**src/rtl/tca_pkg.sv**
```systemverilog
// Constants, register map and state type of the temperature conversion and alert controller
package tca_pkg;

    // Clock and timing
    localparam int          CLK_MHZ          = 100;
    localparam int          CYCLE_BASE_US    = 16000;
    localparam int          CYCLE_BASE_CYC   = CYCLE_BASE_US * CLK_MHZ;

    // Register byte addresses
    localparam logic [7:0]  ADDR_RESULT      = 8'h00;
    localparam logic [7:0]  ADDR_CONFIG      = 8'h04;
    localparam logic [7:0]  ADDR_HIGH        = 8'h08;
    localparam logic [7:0]  ADDR_LOW         = 8'h0C;
    localparam logic [7:0]  ADDR_ALERT_RESP  = 8'h10;
    localparam logic [7:0]  ADDR_STATE       = 8'h14;

    // Configuration register field positions
    localparam int          CFG_OVER         = 15;
    localparam int          CFG_UNDER        = 14;
    localparam int          CFG_READY        = 13;
    localparam int          CFG_MODE_LSB     = 10;
    localparam int          CFG_CYCLE_LSB    = 7;
    localparam int          CFG_AVG_LSB      = 5;
    localparam int          CFG_HYST         = 4;
    localparam int          CFG_POL          = 3;
    localparam int          CFG_RDYPIN       = 2;

    // Values after reset
    localparam logic [15:0] RESULT_RST       = 16'h8000;
    localparam logic [15:0] HIGH_RST         = 16'h3000;
    localparam logic [15:0] LOW_RST          = 16'h8000;
    localparam logic [2:0]  CYCLE_RST        = 3'h4;
    localparam logic [1:0]  AVG_RST          = 2'h1;

    // Conversion mode codes
    localparam logic [1:0]  MODE_CONT_A      = 2'h0;
    localparam logic [1:0]  MODE_OFF         = 2'h1;
    localparam logic [1:0]  MODE_CONT_B      = 2'h2;
    localparam logic [1:0]  MODE_SINGLE      = 2'h3;

    typedef enum logic [2:0] {
        TCA_OFF     = 3'b001,
        TCA_ACTIVE  = 3'b010,
        TCA_STANDBY = 3'b100
    } tca_state_t;

endpackage

```
**src/rtl/tca_ctrl.sv**
```systemverilog
// Conversion sequencer, result and limit flags, alert pin, Wishbone register slave
//
// Behaviour
// - Each finished conversion writes 16-bit signed result
// - Limits use the same signed temperature code
// - Modes 00 and 10 convert continuously once written; not from start-up
// - Config or result read clears ready flag
// - Ready-on-pin select drives pin from ready
// - Continuous cycle: active period then standby
// - Writing mode 01 aborts into shutdown
// - Mode 11: one conversion, then shutdown
// - Single conversion end sets ready and flags
// - Start-up single mode becomes shutdown
// - Compare final averaged result against limits
// - Window mode: over and under flags set
// - Window mode: config read clears flags
// - Window mode pin: asserted until read/response
// - Pin active level follows polarity select
// - Hysteresis: set above high, clear below low
// - Hysteresis: under zero, reads keep flags
// - Hysteresis: pin mirrors over flag only
// - Result reads minus 256 before first conversion
// - Averaging 01 averages eight samples
`timescale 1ns/1ps

module tca_ctrl #(
    parameter int CYCLE_BASE_CYC = tca_pkg::CYCLE_BASE_CYC
) (
    input  wire logic        CLK,
    input  wire logic        SYS_RST,
    input  wire logic [1:0]  STARTUP_MODE,
    input  wire logic        WB_CYC_I,
    input  wire logic        WB_STB_I,
    input  wire logic        WB_WE_I,
    input  wire logic [7:0]  WB_ADR_I,
    input  wire logic [3:0]  WB_SEL_I,
    input  wire logic [31:0] WB_DAT_I,
    output logic      [31:0] WB_DAT_O,
    output logic             WB_ACK_O,
    output logic             SAMPLE_REQ,
    input  wire logic        SAMPLE_VALID,
    input  wire logic [15:0] SAMPLE_DATA,
    output logic             ALERT
);

    ////////////////////////////////////////////////////////////////////////////
    // Helpers

    function automatic logic [2:0] avg_shift(input logic [1:0] sel);
        case (sel)
            2'h0:    avg_shift = 3'h0;
            2'h1:    avg_shift = 3'h3;
            2'h2:    avg_shift = 3'h5;
            default: avg_shift = 3'h6;
        endcase
    endfunction

    function automatic logic [15:0] merge16(input logic [15:0] old, input logic [31:0] d, input logic [3:0] be);
        merge16 = {be[1] ? d[15:8] : old[15:8], be[0] ? d[7:0] : old[7:0]};
    endfunction

    ////////////////////////////////////////////////////////////////////////////
    // State

    tca_pkg::tca_state_t state;
    tca_pkg::tca_state_t next_state;
    logic        [15:0] result;
    logic        [15:0] high_lim;
    logic        [15:0] low_lim;
    logic        [1:0]  conv_mode_sel;
    logic        [2:0]  cycle_time_sel;
    logic        [1:0]  avg_count_sel;
    logic               hysteresis_mode_sel;
    logic               pin_polarity_sel;
    logic               ready_on_pin_sel;
    logic               ready;
    logic               over;
    logic               under;
    logic               win_alert;
    logic               single;
    logic        [5:0]  samp_cnt;
    logic signed [21:0] acc;
    logic        [31:0] cyc_cnt;

    ////////////////////////////////////////////////////////////////////////////
    // Bus decode

    wire        bus_req   = WB_CYC_I & WB_STB_I & ~WB_ACK_O;
    wire        bus_wr    = bus_req & WB_WE_I;
    wire        bus_rd    = bus_req & ~WB_WE_I;
    wire        cfg_sel   = WB_ADR_I == tca_pkg::ADDR_CONFIG;
    wire        cfg_rd    = bus_rd & cfg_sel;
    wire        res_rd    = bus_rd & (WB_ADR_I == tca_pkg::ADDR_RESULT);
    wire        cfg_wr    = bus_wr & cfg_sel;
    wire        hi_wr     = bus_wr & (WB_ADR_I == tca_pkg::ADDR_HIGH);
    wire        lo_wr     = bus_wr & (WB_ADR_I == tca_pkg::ADDR_LOW);
    wire        resp_wr   = bus_wr & (WB_ADR_I == tca_pkg::ADDR_ALERT_RESP);
    wire [15:0] cfg_new   = merge16(16'h0000, WB_DAT_I, WB_SEL_I);
    wire        mode_wr   = cfg_wr & WB_SEL_I[1];
    wire [1:0]  new_mode  = cfg_new[tca_pkg::CFG_MODE_LSB +: 2];
    wire        abort     = mode_wr & (new_mode == tca_pkg::MODE_OFF);
    wire        ctl_lo_wr = cfg_wr & WB_SEL_I[0];

    ////////////////////////////////////////////////////////////////////////////
    // Conversion sequencing and averaging

    wire [2:0]         shift     = avg_shift(avg_count_sel);
    wire [5:0]         last_samp = 6'((7'h01 << shift) - 7'h01);
    wire signed [21:0] acc_sum   = acc + 22'(signed'(SAMPLE_DATA));
    wire signed [21:0] acc_avg   = acc_sum >>> shift;
    wire [15:0]        avg_value = acc_avg[15:0];
    wire               samp_take = (state == tca_pkg::TCA_ACTIVE) & SAMPLE_VALID;
    // Catch-up compare: a shrunk averaging setting cannot strand the count
    wire               conv_done = samp_take & (samp_cnt >= last_samp);
    wire               done_ok   = conv_done & ~abort;
    wire [31:0]        period    = 32'(CYCLE_BASE_CYC) << cycle_time_sel;
    wire               cycle_end = cyc_cnt >= period - 32'h0000_0001;

    always_comb begin
        next_state = state;
        if (abort) begin
            next_state = tca_pkg::TCA_OFF;
        end else if (mode_wr && state == tca_pkg::TCA_OFF) begin
            next_state = tca_pkg::TCA_ACTIVE;
        end else begin
            case (state)
                tca_pkg::TCA_ACTIVE: begin
                    if (done_ok) begin
                        next_state = single ? tca_pkg::TCA_OFF : tca_pkg::TCA_STANDBY;
                    end
                end
                tca_pkg::TCA_STANDBY: begin
                    if (cycle_end) begin
                        next_state = tca_pkg::TCA_ACTIVE;
                    end
                end
                tca_pkg::TCA_OFF: begin
                    next_state = tca_pkg::TCA_OFF;
                end
                default: begin
                    next_state = tca_pkg::TCA_OFF;
                end
            endcase
        end
    end

    // Averaging restarts whenever the active period is entered afresh
    wire restart = next_state == tca_pkg::TCA_ACTIVE && state != tca_pkg::TCA_ACTIVE;

    always_ff @(posedge CLK) begin
        if (SYS_RST) begin
            state    <= tca_pkg::TCA_OFF;
            samp_cnt <= 6'h00;
            acc      <= 22'h00_0000;
            cyc_cnt  <= 32'h0000_0000;
        end else begin
            state    <= next_state;
            samp_cnt <= (restart || conv_done) ? 6'h00 : samp_cnt + 6'(samp_take);
            acc      <= (restart || conv_done) ? 22'h00_0000 : (samp_take ? acc_sum : acc);
            cyc_cnt  <= restart ? 32'h0000_0000 : cyc_cnt + 32'h0000_0001;
        end
    end

    // Start-up mode is taken from the loader at reset; a single-shot start is refused
    wire [1:0] start_mode = (STARTUP_MODE == tca_pkg::MODE_SINGLE) ? tca_pkg::MODE_OFF : STARTUP_MODE;

    ////////////////////////////////////////////////////////////////////////////
    // Configuration, limits, result

    always_ff @(posedge CLK) begin
        if (SYS_RST) begin
            conv_mode_sel       <= start_mode;
            single              <= 1'b0;
            cycle_time_sel      <= tca_pkg::CYCLE_RST;
            avg_count_sel       <= tca_pkg::AVG_RST;
            hysteresis_mode_sel <= 1'b0;
            pin_polarity_sel    <= 1'b0;
            ready_on_pin_sel    <= 1'b0;
            high_lim            <= tca_pkg::HIGH_RST;
            low_lim             <= tca_pkg::LOW_RST;
            result              <= tca_pkg::RESULT_RST;
        end else begin
            if (mode_wr) begin
                conv_mode_sel  <= new_mode;
                cycle_time_sel <= cfg_new[tca_pkg::CFG_CYCLE_LSB +: 3];
                single         <= new_mode == tca_pkg::MODE_SINGLE;
            end else if (done_ok && single) begin
                conv_mode_sel  <= tca_pkg::MODE_OFF;
                single         <= 1'b0;
            end
            if (ctl_lo_wr) begin
                avg_count_sel       <= cfg_new[tca_pkg::CFG_AVG_LSB +: 2];
                hysteresis_mode_sel <= cfg_new[tca_pkg::CFG_HYST];
                pin_polarity_sel    <= cfg_new[tca_pkg::CFG_POL];
                ready_on_pin_sel    <= cfg_new[tca_pkg::CFG_RDYPIN];
            end
            if (hi_wr) begin
                high_lim <= merge16(high_lim, WB_DAT_I, WB_SEL_I);
            end
            if (lo_wr) begin
                low_lim <= merge16(low_lim, WB_DAT_I, WB_SEL_I);
            end
            if (done_ok) begin
                result <= avg_value;
            end
        end
    end

    ////////////////////////////////////////////////////////////////////////////
    // Flags and alert pin

    wire is_gt = $signed(avg_value) > $signed(high_lim);
    wire is_lt = $signed(avg_value) < $signed(low_lim);
    wire hyst  = hysteresis_mode_sel;

    // Set always wins over a clear in the same cycle
    wire next_ready = done_ok | (ready & ~(cfg_rd | res_rd));
    wire win_over   = (done_ok & is_gt) | (over & ~cfg_rd);
    wire hys_over   = done_ok ? (is_gt | (over & ~is_lt)) : over;
    wire next_over  = hyst ? hys_over : win_over;
    wire next_under = ~hyst & ((done_ok & is_lt) | (under & ~cfg_rd));
    wire win_set    = done_ok & (is_gt | is_lt);
    wire next_win   = win_set | (win_alert & ~(cfg_rd | resp_wr));
    wire pin_level  = ready_on_pin_sel ? next_ready : (hyst ? next_over : next_win);
    // Polarity written this cycle applies at once, so a write never pulses the pin
    wire next_pol   = ctl_lo_wr ? cfg_new[tca_pkg::CFG_POL] : pin_polarity_sel;

    always_ff @(posedge CLK) begin
        if (SYS_RST) begin
            ready     <= 1'b0;
            over      <= 1'b0;
            under     <= 1'b0;
            win_alert <= 1'b0;
            ALERT     <= 1'b1;                                                  // Inactive for reset polarity
        end else begin
            ready     <= next_ready;
            over      <= next_over;
            under     <= next_under;
            win_alert <= next_win;
            ALERT     <= ~(pin_level ^ next_pol);
        end
    end

    ////////////////////////////////////////////////////////////////////////////
    // Register read-back and bus answer

    wire [15:0] cfg_word = {over, under, ready, 1'b0, conv_mode_sel, cycle_time_sel, avg_count_sel,
                            hysteresis_mode_sel, pin_polarity_sel, ready_on_pin_sel, 2'h0};
    wire [15:0] rd_word  = (WB_ADR_I == tca_pkg::ADDR_RESULT) ? result :
                           cfg_sel                              ? cfg_word :
                           (WB_ADR_I == tca_pkg::ADDR_HIGH)     ? high_lim :
                           (WB_ADR_I == tca_pkg::ADDR_LOW)      ? low_lim :
                           (WB_ADR_I == tca_pkg::ADDR_STATE)    ? {7'h00, state, samp_cnt} :
                                                                  16'h0000;

    always_ff @(posedge CLK) begin
        if (SYS_RST) begin
            WB_ACK_O   <= 1'b0;
            WB_DAT_O   <= 32'h0000_0000;
            SAMPLE_REQ <= 1'b0;
        end else begin
            WB_ACK_O   <= bus_req;
            WB_DAT_O   <= bus_rd ? {16'h0000, rd_word} : 32'h0000_0000;
            SAMPLE_REQ <= next_state == tca_pkg::TCA_ACTIVE;
        end
    end
endmodule

```
**config.mk**
```make
export PLATFORM = sky130hd
export DESIGN_NAME = tca_ctrl
export DESIGN_NICKNAME = d
export VERILOG_FILES = /design/src/rtl/tca_pkg.sv /design/src/rtl/tca_ctrl.sv
export SDC_FILE = /design/constraint.sdc
export NUM_CORES = 1
export LEC_CHECK = 0
export ABC_AREA = 0
export BUFFER_PORTS_ARGS = -buffer_cell sky130_fd_sc_hd__buf_2
export CORE_UTILIZATION = 40
export DETAILED_ROUTE_END_ITERATION = 16
export GPL_ROUTABILITY_DRIVEN = 0
export PLACE_DENSITY_LB_ADDON = 0.08
export SYNTH_ARGS = -nofsm -noshare
export SYNTH_HDL_FRONTEND = slang
export SYNTH_SLANG_ARGS = --single-unit
```
**constraint.sdc**
```tcl
create_clock -name CLK -period 11.08 [get_ports CLK]
set_input_delay 1.108 -clock CLK [delete_from_list [all_inputs] [get_ports CLK]]
set_output_delay 1.108 -clock CLK [all_outputs]
set_load 0.02 [all_outputs]
```
-- Word level (Yosys, flattened, before mapping)
Cells that the tools add are included.
- add/sub/neg operators: 5
- magnitude comparators: 4
- equality and inequality tests: 15
- shift-type cells: 3
- mux-type cells: 25
- bitwise gates (word level): 44
- reductions and logical operators: 15
- operator list (kind ; count):
    16-bit two-way mux ; 4
    32-bit by 1-bit adder with 32-bit output, second input constant ; 1
    32-bit greater-or-equal comparator ; 1
    21-bit by 3-bit left shift with 32-bit output, first input constant ; 1
    32-bit by 1-bit subtractor with 32-bit output, second input constant ; 1
    1-bit AND ; 25
    22-bit by 16-bit adder with 22-bit output ; 1
    22-bit by 3-bit >>> shifter with 16-bit output ; 1
    8-bit by 4-bit equality test with 1-bit output, second input constant ; 2
    8-bit by 5-bit equality test with 1-bit output, second input constant ; 2
    16-bit > comparator ; 1
    16-bit < comparator ; 1
    3-bit two-way mux ; 5
    1-bit NOT ; 10
    9-bit two-way mux ; 1
    3-bit case mux with 3 select lines ; 1
    8-bit by 3-bit equality test with 1-bit output, second input constant ; 1
    8-bit zero test ; 1
    2-bit two-way mux ; 4
    8-bit two-way mux ; 1
    1-bit OR ; 8
    2-bit AND reduction ; 4
    1-bit two-way mux ; 7
    6-bit by 1-bit adder with 6-bit output ; 1
    18 further kinds ; 26
- bits in registers: 161

-- Depth between registers and ports, before layout
- word-level depth: 16
- mapped depth: 22

-- Worst setup path after synthesis
OpenSTA, ideal clock, no wires.
- path kind: input-to-reg
- start: input port SAMPLE_DATA[0]
- end: register ALERT
- arrival time: 5125 ps
- required time: 11008 ps
- path slack: 5883 ps
- cell stages on the path: 21
- path through: ha_1 > inv_1 > fa_1 > nand2b_1 > a21oi_1 > o211a_1 > o21ai_1 > a211oi_2 > nor3_1 > nor2_1 > a21oi_1 > or2_2 > ha_1 > nor3b_1 > a21boi_0 > a31o_2 > nand4_1 > o31ai_2 > nor3b_1 > a2bb2oi_1 > mux2i_1
- longest elaborated chain between the ends: 12
- elaborated cells between the ends (all ways): 18
- those cells by class: add/sub: 1; order compare: 2; shift: 1; mux: 4; bitwise: 10
- ends and longest elaborated chain (element ; RTL line ; text):
    start: declaration ; tca_ctrl.sv:42 ; input wire logic [15:0] SAMPLE_DATA,
    22-bit by 16-bit adder with 22-bit output (*) ; tca_ctrl.sv:109 ; wire signed [21:0] acc_sum = acc + 22'(signed'(SAMPLE_DATA));
    22-bit by 3-bit >>> shifter with 16-bit output (*) ; tca_ctrl.sv:110 ; wire signed [21:0] acc_avg = acc_sum >>> shift;
    net acc_avg[15] ; tca_ctrl.sv:110 ;
    16-bit < comparator ; tca_ctrl.sv:213 ; wire is_lt = $signed(avg_value) < $signed(low_lim);
    1-bit NOT ; tca_ctrl.sv:219 ; wire hys_over = done_ok ? (is_gt | (over & ~is_lt)) : over;
    1-bit AND ; tca_ctrl.sv:219 ;
    1-bit OR ; tca_ctrl.sv:219 ;
    1-bit two-way mux ; tca_ctrl.sv:219 ;
    1-bit two-way mux ; tca_ctrl.sv:220 ; wire next_over = hyst ? hys_over : win_over;
    1-bit two-way mux (*) (2 in a row) ; tca_ctrl.sv:224 ; wire pin_level = ready_on_pin_sel ? next_ready : (hyst ? next_over : next_win);
    1-bit XOR (*) ; tca_ctrl.sv:240 ; ALERT <= ~(pin_level ^ next_pol);
    1-bit NOT (*) ; tca_ctrl.sv:240 ;
    end signal: assignment ; tca_ctrl.sv:240 ;
    end: declaration ; tca_ctrl.sv:43 ; output logic ALERT
The timed path passes the listed nets; every way through them passes the cells marked *.
A chain may end at the register's enable or synchronous reset.

-- Final worst setup path
Same ends and word-level chain as after synthesis.

==> results.json <==
{
  "timing.final.ws_setup_ns": 5.15,
  "cp-start-kind": "input port",
  "critical_path_required_ns": 11.45,
  "layout.cell_area.non_filler_mm2": 0.0114,
  "timing.clock.skew_ns": 0.0147,
  "sinks_on_the_clock_net": 145,
  "clock_path_buffers": 2,
  "globalRouteTotalUtil_pct": 22.0,
  "end_kind": "register",
  "worst_slew_margin_rel_pct": 28.0,
  "cts_tree": "built",
  "fillers": 2589,
  "grt_pass1_vias": 8375,
  "synth.yosys.warnings": 0,
  "insertedDiodeCount": 0,
  "postSynthCellCount": 1287,
  "grt_start_max_net_pins": 75,
  "worstHoldPathType": "reg -> reg",
  "placement_rows": 58,
  "total_of_endpoints_with_negative_setup_slack_in_the_final_report": 0,
  "mappedNetlistArea_mm2": 0.0103,
  "placement.cell_area_mm2": 0.0108,
  "post_cts_buffers": 0,
  "critPathSlowestCell": "sky130_fd_sc_hd__a211oi_2",
  "nNetsFinal": 1481,
  "synth_commonest_cells": "sky130_fd_sc_hd__nor2_1, sky130_fd_sc_hd__dfxtp_1, sky130_fd_sc_hd__nand2_1, sky130_fd_sc_hd__ha_1, sky130_fd_sc_hd__a21oi_1",
  "synth-edff-count": 2,
  "rsz0062_at_grt": "no",
  "gr-total-overflow": 0,
  "dp_worst_setup_slack_ns": 4.80,
  "start_util_pct": 40.9,
  "area.growth.synth_to_final_pct": 10.1,
  "totalNegativeSetupSlack_ns": 0,
  "avgSynthCellArea_um2": 8.03,
  "outcome": "completed",
  "slew_viol_final": 0,
  "layout-drive-gt1-share_pct": 13.1,
  "cts.reportedPaths.clkPinSlew_ns": 0.07,
  "cts_resized": 0,
  "htree_num_levels": 4,
  "detailed_place_hpwl_mm": 20.7,
  "min_period_over_period_pct": 53.5,
  "period_needed_ns": 5.93,
  "numPortBuffers": 68,
  "achievable-frequency_ghz": 0.169,
  "cts_hold_buf": 0,
  "cts-buffers-inserted": 17,
  "ant_nets": 0,
  "number_of_violations_of_the_max_capacitance_limit": 0,
  "static-leakage-power_nw": 4.61,
  "proportion_of_synthesized_flip_flops_having_asynchronous_set_or_reset_pct": 0,
  "worst_skew_pair.late_latency_ns": 0.43,
  "power.density_mw_per_mm2": 109,
  "floorplan.die_area_mm2": 0.0265,
  "detail_route.first_pass.iterations": 5,
  "synthDominantCellAreaShare_pct": 27.7,
  "timing_hold_violations_final": 0,
  "fp.coreArea_mm2": 0.0253,
  "dr_total_vias": 9050,
  "critical_setup_path_kind": "in -> reg",
  "post_synth_main_area_contributors": "sky130_fd_sc_hd__dfxtp_1, sky130_fd_sc_hd__ha_1, sky130_fd_sc_hd__nor2_1",
  "average_detailed_routed_wire_length_per_instance_um": 17.2,
  "vdd.ir_drop.worst_mv": 0.0881,
  "synth.most_common_cell": "sky130_fd_sc_hd__nor2_1",
  "worstMarginPinSlew_ns": 1.07,
  "critical-path-max-stage-delay_ns": 0.45,
  "synth.yosys.seq_area_share_pct": 28.3,
  "via_per_inst": 5.46,
  "clock_tree.root_cell": "sky130_fd_sc_hd__clkbuf_16",
  "routed_wirelength_mm": 28.5,
  "yosysTopAreaCell": "sky130_fd_sc_hd__dfxtp_1",
  "grt_antenna_before_repair": 0,
  "synth_ff_type": "sky130_fd_sc_hd__dfxtp_1",
  "die_width_um": 163,
  "drt_drc_violations_left": 0,
  "drt_first_iter_violations": 605,
  "io-pin-count": 103,
  "die_h_um": 163,
  "ys_ff_latch": 145,
  "worst-path-max-fanout": 5,
  "cp_data_arrival_time_ns": 6.29,
  "grt_first_pass_wirelength_mm": 45.6,
  "worstPathCellList": "buf_2 -> ha_1 -> inv_1 -> fa_1 -> nand2b_1 -> a21oi_1 -> o211a_1 -> o21ai_1 -> a211oi_2 -> nor3_1 -> nor2_1 -> a21oi_1 -> or2_2 -> ha_1 -> nor3b_1 -> a21boi_0 -> a31o_2 -> nand4_1 -> o31ai_2 -> nor3b_1 -> a2bb2oi_1 -> mux2i_1",
  "netlist-cell-type-count": 104
}
-- area by class of cell --
type | instances | area, um2 | share of cell area [%]
clock buffers | 17 | 425 | 3.74
clock inverters | 15 | 181 | 1.59
inverters | 61 | 229 | 2.01
multi-input cells | 1017 | 6840 | 60.1
flip-flops and latches | 145 | 2920 | 25.7
well taps | 330 | 413 | 3.63
repair buffers | 72 | 370 | 3.25
-- placed cells by master, fill, tap and decap left out, types with 11 or more instances in the layout --
master / Yosys / routed
sky130_fd_sc_hd__xor2_1: 33 / 33
sky130_fd_sc_hd__a21o_1: 17 / 17
sky130_fd_sc_hd__xnor2_1: 18 / 18
sky130_fd_sc_hd__a22oi_1: 11 / 11
sky130_fd_sc_hd__o21a_1: 14 / 14
sky130_fd_sc_hd__ha_1: 97 / 97
sky130_fd_sc_hd__a21oi_1: 82 / 82
sky130_fd_sc_hd__and3_1: 14 / 14
sky130_fd_sc_hd__inv_1: 61 / 61
sky130_fd_sc_hd__nand2b_1: 15 / 15
sky130_fd_sc_hd__nand2_1: 139 / 139
sky130_fd_sc_hd__nor2_1: 170 / 170
sky130_fd_sc_hd__o21ai_0: 50 / 50
sky130_fd_sc_hd__buf_2: 11 / 68
sky130_fd_sc_hd__nand4_1: 16 / 16
sky130_fd_sc_hd__conb_1: 1 / 16
sky130_fd_sc_hd__a211oi_1: 12 / 12
sky130_fd_sc_hd__clkbuf_16: 0 / 17
sky130_fd_sc_hd__nor2b_1: 15 / 15
sky130_fd_sc_hd__nand3_1: 33 / 33
sky130_fd_sc_hd__mux2i_1: 31 / 31
sky130_fd_sc_hd__nor3_1: 31 / 31
sky130_fd_sc_hd__dfxtp_1: 143 / 143
-- worst paths after layout --
check                     to  slack, ns  depth (start not counted)            from
hold / removal    cyc_cnt[0]       0.44                          1      cyc_cnt[0]
setup / recovery       ALERT       5.15                         22  SAMPLE_DATA[0]
hold reg to reg   cyc_cnt[0]       0.44                          1      cyc_cnt[0]
setup reg to reg       ALERT       5.58                         21          acc[0]
-- cells by family (layout without fill, tap and decap cells) --
| family | after synthesis | after routing | synth area share, % |
|---|---|---|---|
| XOR/XNOR | 54 | 54 | 4.79 |
| buffers and inverters | 140 | 165 | 6.16 |
| AO/OA/AOI/OAI | 316 | 316 | 21.7 |
| multiplexers | 38 | 38 | 4.20 |
| AND/OR/NAND/NOR | 494 | 494 | 22.7 |
| other | 1 | 16 | 0.0363 |
| adder cells (fa/ha/maj) | 99 | 99 | 12.1 |
| flip-flops | 145 | 145 | 28.3 |
-- layer usage --
metal,wire length (um),global-route usage [%],up-vias
li1,-,-,4590
met1,13800,30.4,4268
met2,13200,35.6,164
met3,1070,3.08,28
met4,396,6.07,0
met5,0,0,-
-- report_power, final --
part / leakage, nW / total [mW] / internal (mW) / switching [mW]
logic: 3.15 / 0.104 / 0.0357 / 0.0688
clock network: 0.290 / 0.614 / 0.357 / 0.257
registers: 1.17 / 0.525 / 0.524 / 0.00117
-- registers in the layout, indices dropped and copies added (netlist names), 2 cells and up --
register and flops:
WB_DAT_O 16, acc 22, avg_count_sel 2, conv_mode_sel 2, cyc_cnt 32, cycle_time_sel 3, high_lim 16, low_lim 16
result 16, samp_cnt 6, state 3
-- critical path, delay by kind of cell --
kind                     cells  cell delay [ns]
buffers and inverters        2             0.15
adder cells (fa/ha/maj)      3             0.94
AND/OR/NAND/NOR              7             1.36
AO/OA/AOI/OAI                9             2.53
multiplexers                 1             0.21
-- stage by stage --
step	hold slack (ns)	total power [mW]	std cells	util [%]
final	0.437	1.24	1657	45.1
after global routing	0.462	1.29	1657	45.1
after CTS	0.440	1.26	1657	45.1
after detailed placement	0.430	0.641	1625	42.7
after global placement	0.428	0.641	1625	42.7
after floorplan	0.413	0.612	1302	-
Power figures use the tool's default switching activity.
